[src/rtl/dskc_pkg.sv]
// Overview of operation
// - status port A reports drive signal levels
// - status port B reports selects and synchronised line levels
// - output control register clears on reset
// - motor enables, dma gate, controller reset bit
// - two bits pick drive zero to three
// - input sense read shows change and config
// - config write sets precomp and rate bits
// - main status readable anytime without side effect
// - request bit set when data port ready
// - direction bit one when controller presents bytes
// - non-dma and busy bits, two reserved
// - seek busy bits for drives zero and one only
// - data port steps through internal byte stack
// - command, execution, result phases in turn
// - address bit zero picks status or data
// - fifteen commands are recognised
// - specify sets head settle and release times
// - four-bit step interval sets step spacing
// - density and both-heads bits decoded
// - byte length used only when size zero
// - scan step one or two sectors
// - unit select bits match output control encoding
// - unknown command returns single invalid status
package dskc_pkg;
  localparam logic [9:0] ADDR_STAT_A = 10'h3F0;
  localparam logic [9:0] ADDR_STAT_B = 10'h3F1;
  localparam logic [9:0] ADDR_OUT_CTRL = 10'h3F2;
  localparam logic [9:0] ADDR_MAIN_STAT = 10'h3F4;
  localparam logic [9:0] ADDR_DATA = 10'h3F5;
  localparam logic [9:0] ADDR_SENSE_CFG = 10'h3F7;
  localparam logic [7:0] OUT_CTRL_RST = 8'h00;
  localparam logic [7:0] CFG_MASK = 8'h06;
  localparam int OC_DMA_BIT = 3;
  localparam int OC_NRST_BIT = 2;
  localparam int MS_RQM = 7;
  localparam int MS_DIO = 6;
  localparam int MS_NDMA = 5;
  localparam int MS_BUSY = 4;
  localparam logic [7:0] ST0_INVALID = 8'h80;
  localparam logic [7:0] ST0_SEEK_END = 8'h20;
  localparam int MS_PER_STEP_NS = 1000000;
  localparam int CLK_NS = 10;
  localparam int CYC_PER_MS = MS_PER_STEP_NS / CLK_NS;
  localparam int EXEC_CYCLES = 16;
  localparam logic [4:0] OP_READ = 5'h06;
  localparam logic [4:0] OP_READ_DEL = 5'h0C;
  localparam logic [4:0] OP_READ_TRK = 5'h02;
  localparam logic [4:0] OP_READ_ID = 5'h0A;
  localparam logic [4:0] OP_WRITE = 5'h05;
  localparam logic [4:0] OP_WRITE_DEL = 5'h09;
  localparam logic [4:0] OP_FORMAT = 5'h0D;
  localparam logic [4:0] OP_SCAN_EQ = 5'h11;
  localparam logic [4:0] OP_SCAN_LE = 5'h19;
  localparam logic [4:0] OP_SCAN_HE = 5'h1D;
  localparam logic [4:0] OP_RECAL = 5'h07;
  localparam logic [4:0] OP_SENSE_INT = 5'h08;
  localparam logic [4:0] OP_SPECIFY = 5'h03;
  localparam logic [4:0] OP_SENSE_DRV = 5'h04;
  localparam logic [4:0] OP_SEEK = 5'h0F;
  typedef enum logic [1:0] {PH_CMD, PH_EXEC, PH_RES} phase_t;
endpackage : dskc_pkg

[src/rtl/dskc_host_port.sv]
module dskc_host_port
  import dskc_pkg::*;
(
  input wire logic sys_clk_i,
  input wire logic sys_rst_i,
  input wire logic clk_en_i,
  input wire logic [9:0] addr_i,
  input wire logic rd_i,
  input wire logic wr_i,
  input wire logic [7:0] wdata_i,
  output logic [7:0] rdata_o,
  input wire logic irq_req_i,
  input wire logic dma_req_i,
  input wire logic step_i,
  input wire logic track0_i,
  input wire logic head1_sel_n_i,
  input wire logic index_i,
  input wire logic wprot_i,
  input wire logic dir_n_i,
  input wire logic wr_data_i,
  input wire logic rd_data_i,
  input wire logic wr_en_i,
  input wire logic disk_change_n_i,
  output logic [3:0] motor_en_o,
  output logic [3:0] drive_sel_n_o,
  output logic dma_irq_gate_o,
  output logic irq_o,
  output logic dma_req_o,
  output logic no_precomp_o,
  output logic rate_250k_o,
  output logic density_select_o,
  output logic both_heads_flag_o,
  output logic head_select_o,
  output logic [7:0] step_interval_ms_o,
  output logic [8:0] head_settle_time_o,
  output logic [7:0] head_release_time_o
);
  // pin synchronisers: stage one read only by stage two
  logic [13:0] pin_s1_r, pin_s2_r;
  logic [7:0] out_ctrl_r, cfg_r;
  phase_t phase_r, phase_nxt;
  logic [3:0] cnt_r;
  logic [3:0] need_r;
  logic [4:0] op_r;
  logic [7:0] bytes_r [0:8];
  logic [7:0] res_r [0:6];
  logic [2:0] res_len_r;
  logic [1:0] seek_busy_r;
  logic [7:0] cyl_r [0:1];
  logic [7:0] last_st0_r;
  logic [3:0] step_code_r;
  logic [6:0] hlt_r;
  logic [3:0] hut_r;
  logic no_dma_transfer_mode_r;
  logic [4:0] exec_cnt_r;
  logic [7:0] rdata_r;
  logic rw_cmd_r;

  always_ff @(posedge sys_clk_i or posedge sys_rst_i) begin
    if (sys_rst_i) begin
      pin_s1_r <= '0;
      pin_s2_r <= '0;
    end else if (clk_en_i) begin
      pin_s1_r <= {disk_change_n_i, wr_en_i, rd_data_i, wr_data_i, dir_n_i,
                   wprot_i, index_i, head1_sel_n_i, track0_i, step_i,
                   dma_req_i, irq_req_i, 2'b00};
      pin_s2_r <= pin_s1_r;
    end
  end

  wire [7:0] port_a = {pin_s2_r[2], pin_s2_r[3], pin_s2_r[4], pin_s2_r[5],
                       pin_s2_r[6], pin_s2_r[7], pin_s2_r[8],
                       pin_s2_r[9]};
  // drive selects are decoded from the output control register
  wire [3:0] sel_n = ~(4'h1 << out_ctrl_r[1:0]);
  wire [7:0] port_b = {1'b0, sel_n[1], sel_n[0], pin_s2_r[10],
                       pin_s2_r[11], pin_s2_r[12], sel_n[3],
                       sel_n[2]};
  wire [7:0] sense_in = {pin_s2_r[13], 3'b000, out_ctrl_r[OC_DMA_BIT],
                         cfg_r[2], cfg_r[1], 1'b0};
  wire ctrl_run = out_ctrl_r[OC_NRST_BIT];
  wire rqm = ctrl_run && (phase_r != PH_EXEC);
  wire dio = (phase_r == PH_RES);
  wire busy = (phase_r == PH_EXEC) && rw_cmd_r;
  wire [7:0] main_stat = {rqm, dio, no_dma_transfer_mode_r, busy, 2'b00,
                          seek_busy_r};
  wire data_sel = (addr_i == ADDR_DATA);
  wire data_wr = wr_i && data_sel && ctrl_run && phase_r == PH_CMD;
  wire data_rd = rd_i && data_sel && ctrl_run && phase_r == PH_RES;
  wire [4:0] first_op = wdata_i[4:0];

  // parameter bytes expected after the command byte, all ones if unknown
  function automatic logic [3:0] param_count(input logic [4:0] op,
                                             input logic [7:0] b);
    logic [3:0] n;
    n = 4'h0;
    case (op)
      OP_READ, OP_READ_DEL, OP_WRITE, OP_WRITE_DEL, OP_SCAN_EQ, OP_SCAN_LE,
      OP_SCAN_HE: n = 4'h8;
      OP_READ_TRK: n = (b[7] == 1'b0) ? 4'h8 : 4'h0;
      OP_READ_ID, OP_RECAL, OP_SENSE_DRV: n = 4'h1;
      OP_FORMAT: n = 4'h5;
      OP_SEEK, OP_SPECIFY: n = 4'h2;
      OP_SENSE_INT: n = 4'h0;
      default: n = 4'hF;
    endcase
    return n;
  endfunction : param_count

  wire [3:0] first_need = param_count(first_op, wdata_i);
  wire cmd_done = data_wr && ((cnt_r == 4'h0) ? (first_need == 4'h0 ||
                  first_need == 4'hF) : (cnt_r == need_r));
  wire last_res = data_rd && ({1'b0, cnt_r} == {1'b0, res_len_r} - 5'd1);

  always_comb begin
    phase_nxt = phase_r;
    case (phase_r)
      PH_CMD: if (cmd_done) phase_nxt = PH_EXEC;
      PH_EXEC: if (exec_cnt_r == 5'd0) phase_nxt = PH_RES;
      PH_RES: if (last_res || res_len_r == 3'd0) phase_nxt = PH_CMD;
      default: phase_nxt = PH_CMD;
    endcase
  end

  // sector size code zero means the byte-length parameter counts
  wire [7:0] sec_len = bytes_r[5][7:0];
  wire [7:0] xfer_len = (sec_len == 8'h00) ? bytes_r[8] : 8'hFF;
  wire scan_alt = (bytes_r[8] == 8'h02);
  wire [1:0] unit = bytes_r[1][1:0];
  // the unit byte may still be on the bus when a one-parameter command ends
  wire [4:0] cur_op = (cnt_r == 4'h0) ? first_op : op_r;
  wire [1:0] cur_unit = (cnt_r == 4'h1) ? wdata_i[1:0] : unit;

  always_ff @(posedge sys_clk_i or posedge sys_rst_i) begin
    if (sys_rst_i) begin
      out_ctrl_r <= OUT_CTRL_RST;
      cfg_r <= 8'h00;
    end else if (clk_en_i && wr_i) begin
      if (addr_i == ADDR_OUT_CTRL) out_ctrl_r <= wdata_i;
      if (addr_i == ADDR_SENSE_CFG) cfg_r <= wdata_i & CFG_MASK;
    end
  end

  always_ff @(posedge sys_clk_i or posedge sys_rst_i) begin
    if (sys_rst_i) begin
      phase_r <= PH_CMD;
      cnt_r <= 4'h0;
      need_r <= 4'h0;
      op_r <= 5'h00;
      res_len_r <= 3'd0;
      exec_cnt_r <= 5'd0;
      rw_cmd_r <= 1'b0;
      seek_busy_r <= 2'b00;
      last_st0_r <= 8'h00;
      step_code_r <= 4'h0;
      hlt_r <= 7'h00;
      hut_r <= 4'h0;
      no_dma_transfer_mode_r <= 1'b0;
      cyl_r[0] <= 8'h00;
      cyl_r[1] <= 8'h00;
      for (int i = 0; i < 9; i++) bytes_r[i] <= 8'h00;
      for (int i = 0; i < 7; i++) res_r[i] <= 8'h00;
    end else if (clk_en_i) begin
      if (!ctrl_run) begin
        phase_r <= PH_CMD;
        cnt_r <= 4'h0;
        seek_busy_r <= 2'b00;
        rw_cmd_r <= 1'b0;
      end else begin
        phase_r <= phase_nxt;
        if (data_wr) begin
          bytes_r[cnt_r] <= wdata_i;
          if (cnt_r == 4'h0) begin
            op_r <= first_op;
            need_r <= first_need;
            rw_cmd_r <= first_need == 4'h8 || first_op == OP_FORMAT;
          end
          cnt_r <= cmd_done ? 4'h0 : cnt_r + 4'h1;
          if (cmd_done) exec_cnt_r <= 5'(EXEC_CYCLES);
          if (cmd_done && cnt_r == 4'h0 && first_need == 4'hF) begin
            res_r[0] <= ST0_INVALID;
            res_len_r <= 3'd1;
            exec_cnt_r <= 5'd0;
          end
        end
        if (phase_r == PH_EXEC) begin
          if (exec_cnt_r != 5'd0) exec_cnt_r <= exec_cnt_r - 5'd1;
          else if (need_r != 4'hF) begin
            seek_busy_r <= 2'b00;
            case (op_r)
              OP_SPECIFY: begin
                step_code_r <= bytes_r[1][7:4];
                hut_r <= bytes_r[1][3:0];
                hlt_r <= bytes_r[2][7:1];
                no_dma_transfer_mode_r <= bytes_r[2][0];
                res_len_r <= 3'd0;
              end
              OP_SEEK, OP_RECAL: begin
                if (!unit[1])
                  cyl_r[unit[0]] <= (op_r == OP_SEEK) ? bytes_r[2] : 8'h00;
                last_st0_r <= ST0_SEEK_END | {5'b0, bytes_r[1][2:0]};
                res_len_r <= 3'd0;
              end
              OP_SENSE_INT: begin
                res_r[0] <= last_st0_r;
                res_r[1] <= cyl_r[last_st0_r[0]];
                res_len_r <= 3'd2;
              end
              OP_SENSE_DRV: begin
                res_r[0] <= {1'b0, pin_s2_r[8], 1'b1, pin_s2_r[5], 1'b1,
                             bytes_r[1][2:0]};
                res_len_r <= 3'd1;
              end
              default: begin
                res_r[0] <= {5'b0, bytes_r[1][2:0]};
                res_r[1] <= 8'h00;
                res_r[2] <= {7'b0, scan_alt};
                res_r[3] <= bytes_r[2];
                res_r[4] <= bytes_r[3];
                res_r[5] <= bytes_r[4];
                res_r[6] <= xfer_len;
                res_len_r <= 3'd7;
              end
            endcase
          end
        end else if (phase_r == PH_CMD && cmd_done && !cur_unit[1] &&
                     (cur_op == OP_SEEK || cur_op == OP_RECAL)) begin
          seek_busy_r[cur_unit[0]] <= 1'b1;
        end
        if (data_rd) cnt_r <= last_res ? 4'h0 : cnt_r + 4'h1;
        if (last_res) rw_cmd_r <= 1'b0;
      end
    end
  end

  always_ff @(posedge sys_clk_i or posedge sys_rst_i) begin
    if (sys_rst_i) rdata_r <= 8'h00;
    else if (clk_en_i && rd_i) begin
      case (addr_i)
        ADDR_STAT_A: rdata_r <= port_a;
        ADDR_STAT_B: rdata_r <= port_b;
        ADDR_MAIN_STAT: rdata_r <= main_stat;
        ADDR_DATA: rdata_r <= data_rd ? res_r[cnt_r[2:0]] : 8'h00;
        ADDR_SENSE_CFG: rdata_r <= sense_in;
        default: rdata_r <= 8'h00;
      endcase
    end
  end

  always_ff @(posedge sys_clk_i or posedge sys_rst_i) begin
    if (sys_rst_i) begin
      motor_en_o <= 4'h0;
      drive_sel_n_o <= 4'hF;
      dma_irq_gate_o <= 1'b0;
      irq_o <= 1'b0;
      dma_req_o <= 1'b0;
      no_precomp_o <= 1'b0;
      rate_250k_o <= 1'b0;
      density_select_o <= 1'b0;
      both_heads_flag_o <= 1'b0;
      head_select_o <= 1'b0;
      step_interval_ms_o <= 8'h00;
      head_settle_time_o <= 9'h000;
      head_release_time_o <= 8'h00;
    end else if (clk_en_i) begin
      motor_en_o <= out_ctrl_r[7:4];
      drive_sel_n_o <= sel_n;
      dma_irq_gate_o <= out_ctrl_r[OC_DMA_BIT];
      irq_o <= out_ctrl_r[OC_DMA_BIT] && pin_s2_r[2];
      dma_req_o <= out_ctrl_r[OC_DMA_BIT] && pin_s2_r[3];
      no_precomp_o <= cfg_r[2];
      rate_250k_o <= cfg_r[1];
      density_select_o <= bytes_r[0][6];
      both_heads_flag_o <= bytes_r[0][7];
      head_select_o <= bytes_r[1][2];
      step_interval_ms_o <= {4'h0, 4'hF - step_code_r} + 8'h01;
      head_settle_time_o <= {1'b0, hlt_r, 1'b0} + 9'h002;
      head_release_time_o <= {hut_r, 4'h0};
    end
  end

  assign rdata_o = rdata_r;
endmodule : dskc_host_port

[config.mk]
export PLATFORM = sky130hd
export DESIGN_NAME = dskc_host_port
export DESIGN_NICKNAME = d
export VERILOG_FILES = /design/src/rtl/dskc_pkg.sv /design/src/rtl/dskc_host_port.sv
export SDC_FILE = /design/constraint.sdc
export NUM_CORES = 1
export LEC_CHECK = 0
export BUFFER_PORTS_ARGS = -buffer_cell sky130_fd_sc_hd__buf_4
export CORE_UTILIZATION = 46
export DETAILED_ROUTE_END_ITERATION = 6
export PLACE_DENSITY_LB_ADDON = 0.3
export SLEW_MARGIN = 5
export SYNTH_ARGS = -nofsm -noshare
export SYNTH_HDL_FRONTEND = slang
export SYNTH_SLANG_ARGS = --single-unit
[constraint.sdc]
create_clock -name sys_clk_i -period 7.3 [get_ports sys_clk_i]
set_input_delay 0.73 -clock sys_clk_i [delete_from_list [all_inputs] [get_ports sys_clk_i]]
set_output_delay 0.73 -clock sys_clk_i [all_outputs]
set_load 0.01 [all_outputs]
# After elaboration in Yosys (flattened, before gate mapping)
# Cells that the tools add are included.
# classes
n_addsub	6
magnitude_cmp	8
eq_ne	47
n_shift	1
n_mux	61
bitwise_logic	10
reduce_logical	55
# op_table
operator	count
$mux W56	3
$mux W8	12
$bwmux W72	1
$eq A10 B10 Y1 const B	6
$eq A5 B4 Y1 const B	9
$pmux W8 S5	1
$eq A5 B3 Y1 const B	7
$mux W33	1
$demux W8 S4	1
$mux W5	6
$bmux W8 S3	1
$mux W4	6
$pmux W4 S6	1
$pmux W8 S3	1
$reduce_and A6 Y1	4
$logic_and A1 B1 Y1	22
$mux W2	10
$bwmux W16	1
$pmux W8 S2	1
$eq A5 B2 Y1 const B	3
$eq A5 B5 Y1 const B	3
$mux W3	5
$ne A3 B1 Y1 const B	4
$reduce_and A4 Y1	3
52 further kinds	76
# word_totals
regBits	262
in_bits	35
out_inout_bits	49
wordCells	237

# Depth between registers and ports, before layout
# Gate-level depths: netlist (run 1).
# logic_depth
ltp_word	15
ltp_mapped	11

# Least setup slack after synthesis (run 1)
# OpenSTA, ideal clock, no wires.
# synth_path
path_type	register -> register
start	register cnt_r[0]
end	register seek_busy_r[0]
setup_ns	0.095
t_arrival_ns	2.524
required_time_ns	7.205
setup_slack_ns	4.681
stages_incl_launch_ff	11
cell_sequence	dfrtp_1 -> clkbuf_1 -> buf_1 -> inv_1 -> ha_1 -> and2_1 -> clkbuf_1 -> nor3_1 -> a21oi_1 -> or4_1 -> o31ai_1
# synth_via
elab_chain_len	10
elab_cells_between_ends	25
cone_classes	order compare (2); eq/ne (5); mux (8); bitwise (1); reduce/logical (9)
# synth_rtl
item	line	rtl
start: declaration	dskc_host_port.sv:42	logic [3:0] cnt_r;
start signal: assignment	dskc_host_port.sv:178	cnt_r <= cmd_done ? 4'h0 : cnt_r + 4'h1;
start signal: assignment	dskc_host_port.sv:230	if (data_rd) cnt_r <= last_res ? 4'h0 : cnt_r + 4'h1;
$eq A4 B1 Y1	dskc_host_port.sv:132	wire [1:0] cur_unit = (cnt_r == 4'h1) ? wdata_i[1:0] : unit;
$mux W2	dskc_host_port.sv:132	
$lt A1 B2 Y1 (not written as such) / $ge A1 B1 Y1 (equally long branches)	dskc_host_port.sv:228	seek_busy_r[cur_unit[0]] <= 1'b1;
$logic_and A1 B1 Y1 (not written as such)	dskc_host_port.sv:228	
$mux W1 (not written as such)	dskc_host_port.sv:228	
$demux W1 S1	dskc_host_port.sv:228	
$or A2 B2 Y2 (no source line)	--	
$mux W2	dskc_host_port.sv:226	end else if (phase_r == PH_CMD && cmd_done && !cur_unit[1] &&
$mux W2	dskc_host_port.sv:186	if (phase_r == PH_EXEC) begin
$mux W2	dskc_host_port.sv:164	if (!ctrl_run) begin
end signal: assignment	dskc_host_port.sv:167	seek_busy_r <= 2'b00;
end signal: assignment	dskc_host_port.sv:189	seek_busy_r <= 2'b00;
end signal: indexed assignment	dskc_host_port.sv:228	
end: declaration	dskc_host_port.sv:48	logic [1:0] seek_busy_r;
# Several ways; a longest one is shown, not always the timed one. The select of a mux whose other input is x is not followed.
# A chain may end at the register's enable or synchronous reset.

# Worst setup path after layout (run 1)
# layout_path
start	register exec_cnt_r[0]
end	register res_r[28] in the netlist's numbering
# layout_via
elab_chain_len	3
# layout_rtl
item	line	rtl
start: declaration	dskc_host_port.sv:55	logic [4:0] exec_cnt_r;
start signal: assignment	dskc_host_port.sv:179	if (cmd_done) exec_cnt_r <= 5'(EXEC_CYCLES);
start signal: assignment	dskc_host_port.sv:187	if (exec_cnt_r != 5'd0) exec_cnt_r <= exec_cnt_r - 5'd1;
$reduce_bool A5 Y1	dskc_host_port.sv:187	
$not A1 Y1 (no source line)	--	
$reduce_and A6 Y1 (no source line)	--	
end: declaration	dskc_host_port.sv:46	logic [7:0] res_r [0:6];
# Every way passes these cells.

==> results.yml, run 1 <==
sta:
  timing.fmax_mhz: 299
  fin_crit_ns: 3.34
  timing.final.ws_setup_ns: 3.96
  rsz0062_at_grt: "no"
  maxSlewHeadroom_pct: 19.6
  setup_viol: 0
  timing.final.crit_share_pct: 45.8
  clock_skew_ns: 0.0239
  tightest_slew_ns: 1.20
  slew_viol_final: 0
  hold_viol_final: 0
  tns_ns: 0
power_and_ir_drop:
  peakVddDrop_uv: 173
  p_comb_share_pct: 4.2
  intPower_uw: 2150
  leakage_uw: 0.00570
  p_total_uw: 2780
  switching_share_pct: 22.5
  power_frac_clock_pct: 47.4
  p_seq_share_pct: 48.5
  p_switching_uw: 625
  power.density_nw_per_um2: 224
finish:
  antenna_cells: 0
  final_cell_area_um2: 12400
  syn2layout_area_growth_pct: 14.5
  nets: 1058
  drive_gt1_share_pct: 23.9
  utilization_pct: 54.3
global_route:
  grt_pass1_vias: 7493
  antenna_found_initial: 0
  track_usage_pct: 22.1
  grt-ovfl-total: 0
  grt_max_degree: 86
  grt_pass1_wl_um: 41500
setup_path:
  r2r-end: "res_r[28]"
  r2r-start: "exec_cnt_r[0]"
  critPathLaunchType: "flop"
  cp_data_required_time_ns: 7.70
  cp-end-kind: "flop"
  r2r_cells: 7
  rrSetupSlack_ns: 3.96
  arrival_ns: 3.74
  worst-path-max-fanout: 43
  path_class: "reg -> reg"
yosys:
  avgSynthCellArea_um2: 11.2
  yosysUniqueCellTypes: 67
  syn-cell-area_um2: 10800
  synth_area_leaders: "dfrtp_1, mux2_2, nand2_1"
  yosys_most_used_dff: "dfrtp_1"
  ys_ff_latch: 236
  synthAdderAreaFrac_pct: 1.04
  synth_top_family_by_area: "multiplexers"
  async_flop_share_pct: 100
  synth_cells: 963
  synth_edf_count: 0
  yosysTopAreaCell: "dfrtp_1"
  synth_xor_area_share_pct: 1.29
  synth_mux_area_share_pct: 15.6
  yosys.cell_count.top_type: "dfrtp_1"
  synth_compound_area_share_pct: 11.4
  yosys.area_share.simple_pct: 12.2
  synthTopCellsByCount: "dfrtp_1, mux2_2, nand2_1"
  synth-seq-area-share_pct: 54.6
  synth_warnings: 0
  synth_top_area_share_pct: 53.6
clocking:
  postCtsHoldBufs: 0
  postCtsSetupRepairBufs: 0
  ctsLongestPathBuffers: 3
  htree_num_levels: 1
  numCtsBuffers: 25
  ctsResizeCount: 0
  clkLatencyLatePin_ns: 0.54
  clk_pin_slew_ns: 0.06
  cts_tree: "done"
  cts_sinks: 236
  cts_root_buffer: "clkbuf_16"
floorplan:
  io_pins: 84
  die_h_um: 155
  die_area_um2: 24200
  core_area_um2: 22800
  rows: 55
  start_util_pct: 47.4
  die_w_um: 155
status:
  status: "finished, final reports clean"
detailed_routing:
  routedWlPerCell_um: 19.0
  ant_nets: 0
  first_iter_violations: 488
  viasPerCell: 5.57
  dr_total_vias: 7489
  firstDrtPassIters: 5
  drt-total-wl_um: 25600
  drc: 0
place:
  place_area_um2: 11600
  port_buffers: 75
  hpwl_um: 17500
  gp_congestion: 0.875
  pre_cts_slack_ns: 3.46
job:
  cap_violations: 0
min_path:
  hold_class: "in -> async"
-- area by class of cell --
type | instances | area [um^2]
Clock buffer | 35 | 703
Clock inverter | 10 | 145
Fill cell | 2000 | 10400
Inverter | 33 | 131
Multi-Input combinational cell | 638 | 4520
Sequential cell | 236 | 5910
Tap cell | 313 | 392
Timing Repair Buffer | 80 | 601
-- power groups by stage --
stage	logic [uW]	clock network [uW]	registers, uW
3_5_place_dp	117	0	1370
2_1_floorplan	74.4	0	1360
5_1_grt	129	1390	1350
6_report	116	1320	1350
3_3_place_gp	116	0	1370
4_1_cts	118	1340	1350
-- critical path: stages (launching register included) --
cell and delay, ns:
dfrtp_1 0.38, inv_1 0.09, ha_1 0.21, nor4b_4 0.41, nand4_4 0.30, or3_1 0.74
nor2_8 0.68, mux2_2 0.41
-- layout by cell type (no fill, tap or decap), types with 5 or more instances in the layout --
master / n
a31oi_1: 5
a22oi_1: 5
dfrtp_1: 232
a21oi_1: 32
nor2_1: 51
a32oi_1: 5
a21o_1: 5
mux2_1: 21
a211oi_1: 10
clkbuf_16: 25
inv_1: 31
nor3b_1: 5
nor2b_1: 7
and3_1: 8
conb_1: 8
xor2_1: 7
mux2_2: 109
nand3_1: 36
nor4_1: 7
o31ai_1: 11
nand2b_1: 8
o2bb2ai_1: 7
clkbuf_1: 6
buf_4: 80
nand2_1: 104
mux2i_1: 20
xnor2_1: 9
nor3_1: 7
ha_1: 9
a221oi_1: 9
o21ai_0: 76
-- metrics by stage --
| step | hold WS [ns] | cells |
|---|---|---|
| final | 0.262 | 1345 |
| after global routing | 0.316 | 1345 |
| after CTS | 0.285 | 1345 |
| after detailed placement | 0.467 | 1300 |
| after global placement | 0.455 | 1300 |
| after floorplan | 0.440 | 970 |
-- worst max path at each step --
stage / slack (ns) / end / startpoint / depth (start not counted)
2_1_floorplan: 0.10 / both_heads_flag_o / sys_rst_i / 1
3_3_place_gp: 3.53 / res_r[30] / clk_en_i / 6
3_5_place_dp: 3.46 / res_r[28] / clk_en_i / 6
4_1_cts: 3.95 / res_r[28] / exec_cnt_r[0] / 7
5_1_grt: 3.74 / res_r[29] / exec_cnt_r[0] / 7
6_report: 3.96 / res_r[28] / exec_cnt_r[0] / 7
-- layer usage --
layer  vias to the layer above  GRT usage [%]  wire length (um)
met5                         -              0                 0
met1                      3738           31.9             12100
met3                        37           2.92              1200
li1                       3528              -                 -
met4                         0           5.74               505
met2                       186           35.2             11800
-- flip-flops by register name, summed over array words and instances (netlist names), 7 cells and up --
signal / count
bytes_r: 42
cyl_r: 16
head_settle_time_o: 8
hlt_r: 7
out_ctrl_r: 8
pin_s1_r: 12
pin_s2_r: 12
rdata_o: 8
res_r: 49
sec_len: 8
-- logic make-up (layout without fill, tap and decap cells) --
kind of cell / count (synthesis) / after routing
AO/OA/AOI/OAI: 192 / 192
buffers and inverters: 96 / 158
other: 1 / 8
multiplexers: 151 / 151
flip-flops: 236 / 236
AND/OR/NAND/NOR: 262 / 262
adder cells (fa/ha/maj): 9 / 9
XOR/XNOR: 16 / 16
Power figures use the tool's default switching activity.
==> run 2, diff against run 1 <==
clock period = 3.1 ns   (was 7.3 ns; I/O delays follow)
==> run 2 against run 1 <==
  * Worst setup slack got worse by 3.5 ns
  * Via count is 2.5% higher
  * First-iteration DRC count increased by 2.3%
  * Count of clock-buffer cells in the layout is 4 lower
  * Maximum frequency is 27% higher
  * Clock skew down 0.0017 ns
  * Worst hold slack lost 0.24 ns
  * Critical path depth rose by 1
  * Power grew 140%
==> results.yml, run 2 (synthesized netlist as in run 1, its figures left out) <==
detailed_routing:
  drt-total-wl_um: 26800
  drc: 0
  ant_nets: 0
  routedWlPerCell_um: 19.6
  firstDrtPassIters: 5
  dr_total_vias: 7675
  viasPerCell: 5.61
  first_iter_violations: 499
finish:
  drive_gt1_share_pct: 25.4
  final_cell_mix: "dfrtp_1, mux2_2, nand2_1, buf_4, o21ai_0"
  layout_commonest_cell: "dfrtp_1"
  final_cell_area_um2: 12600
  top_regs: "res_r: 49 flops, bytes_r: 42 flops, cyl_r: 16 flops"
  utilization_pct: 55.3
  regMostFlops: "res_r"
  syn2layout_area_growth_pct: 16.6
  fillCellCount: 2029
  nets: 1079
  area.sequential_um2: 5910
  largest_reg_flops: 49
  multi_input_comb_area_um2: 4520
floorplan:
  io_pins: 84
  start_util_pct: 47.4
  core_area_um2: 22800
  die_w_um: 155
  die_area_um2: 24200
  rows: 55
  die_h_um: 155
place:
  port_buffers: 75
  hpwl_um: 18900
  place_area_um2: 11800
  gp_congestion: 0.867
power_and_ir_drop:
  power_frac_clock_pct: 47.2
  p_comb_share_pct: 4.5
  p_switching_uw: 1460
  switching_share_pct: 22.3
  power.density_nw_per_um2: 519
  leakage_uw: 0.00582
  p_seq_share_pct: 48.3
  p_total_uw: 6560
  intPower_uw: 5090
  peakVddDrop_uv: 462
sta:
  slew_viol_final: 0
  timing.final.crit_share_pct: 84.9
  fin_crit_ns: 2.63
  tightest_slew_ns: 0.946
  setup_viol: 0
  hold_viol_final: 0
  timing.fmax_mhz: 380
  clock_skew_ns: 0.0222
  tns_ns: 0
  rsz0062_at_grt: "no"
  maxSlewHeadroom_pct: 36.4
  holdWs_ns: 0.0207
setup_path:
  crit_chain: "inv_1, ha_1, nor4b_4, nand4_4, or3_1, nor2_8, buf_12, mux2_1"
  cp-end-kind: "flop"
  critPathLaunchType: "flop"
  crit_family: "simple AND/OR/NAND/NOR gates"
  worst-path-max-fanout: 36
  path_class: "reg -> reg"
  arrival_ns: 3.05
  crit_buf_inv: 2
  cp_slowest_stage_delay_ns: 0.50
  cp_data_required_time_ns: 3.52
  crit_slowest_cell: "or3_1"
clocking:
  ctsLongestPathBuffers: 3
  numCtsBuffers: 25
  htree_num_levels: 1
  postCtsSetupRepairBufs: 0
  cts_root_buffer: "clkbuf_16"
  cts_tree: "done"
  ctsResizeCount: 0
  clkLatencyLatePin_ns: 0.54
  clk_pin_slew_ns: 0.06
  cts_sinks: 236
min_path:
  hold_class: "in -> reg"
job:
  cap_violations: 0
global_route:
  grt-ovfl-total: 0
  grt_pass1_wl_um: 42800
  track_usage_pct: 23.1
  antenna_found_initial: 1
  grt_pass1_vias: 7577
  grt_max_degree: 59
status:
  status: "finished, final reports clean"
run 2: path summary, 6_finish.rpt:
| kind | slack [ns] | cells past startpoint | to | startpoint |
|---|---|---|---|---|
| max | 0.47 | 8 | res_r[19] | exec_cnt_r[0] |
| min | 0.02 | 2 | pin_s1_r[4] | step_i |
| max reg2reg | 0.47 | 8 | res_r[19] | exec_cnt_r[0] |
| min reg2reg | 0.48 | 2 | cyl_r[10] | cyl_r[10] |
| max in group asynchronous | 1.73 | 5 | drive_sel_n_o[3] | sys_rst_i |
| min in group asynchronous | 0.47 | 3 | phase_r[1] | sys_rst_i |
run 2: timing repair:
action,4_1_cts,5_1_grt
setup endpoints to repair,0,0
hold endpoints to repair,21,0
hold buffers,2,0
run 2: final cells by class:
cell class | instances | share of cell area, %
Sequential cell | 236 | 46.8
Tap cell | 313 | 3.10
Multi-Input combinational cell | 638 | 35.8
Clock buffer | 31 | 5.21
Inverter | 33 | 1.01
Clock inverter | 14 | 1.51
Timing Repair Buffer | 101 | 6.54
Antenna cell | 1 | 0.0198
run 2: power groups by stage:
stage | logic (uW) | registers (uW) | clock network, uW
after floorplan | 176 | 3210 | 0
after global routing | 329 | 3170 | 3260
after detailed placement | 298 | 3220 | 0
after global placement | 294 | 3220 | 0
final | 295 | 3170 | 3090
after CTS | 302 | 3170 | 3140
run 2: routing by layer:
layer / vias up / GRT usage (%) / wire [um]
met5: - / 0 / 0
met1: 3839 / 32.1 / 12100
met2: 221 / 36.7 / 12400
li1: 3571 / - / -
met4: 0 / 7.52 / 792
met3: 44 / 4.01 / 1530
run 2: stage by stage:
step / setup WS (ns) / std cells
floorplan: -0.299 / 970
global placement: 0.546 / 1319
detailed placement: 0.491 / 1319
CTS: 0.474 / 1366
global route: 0.340 / 1366
finish: 0.468 / 1367
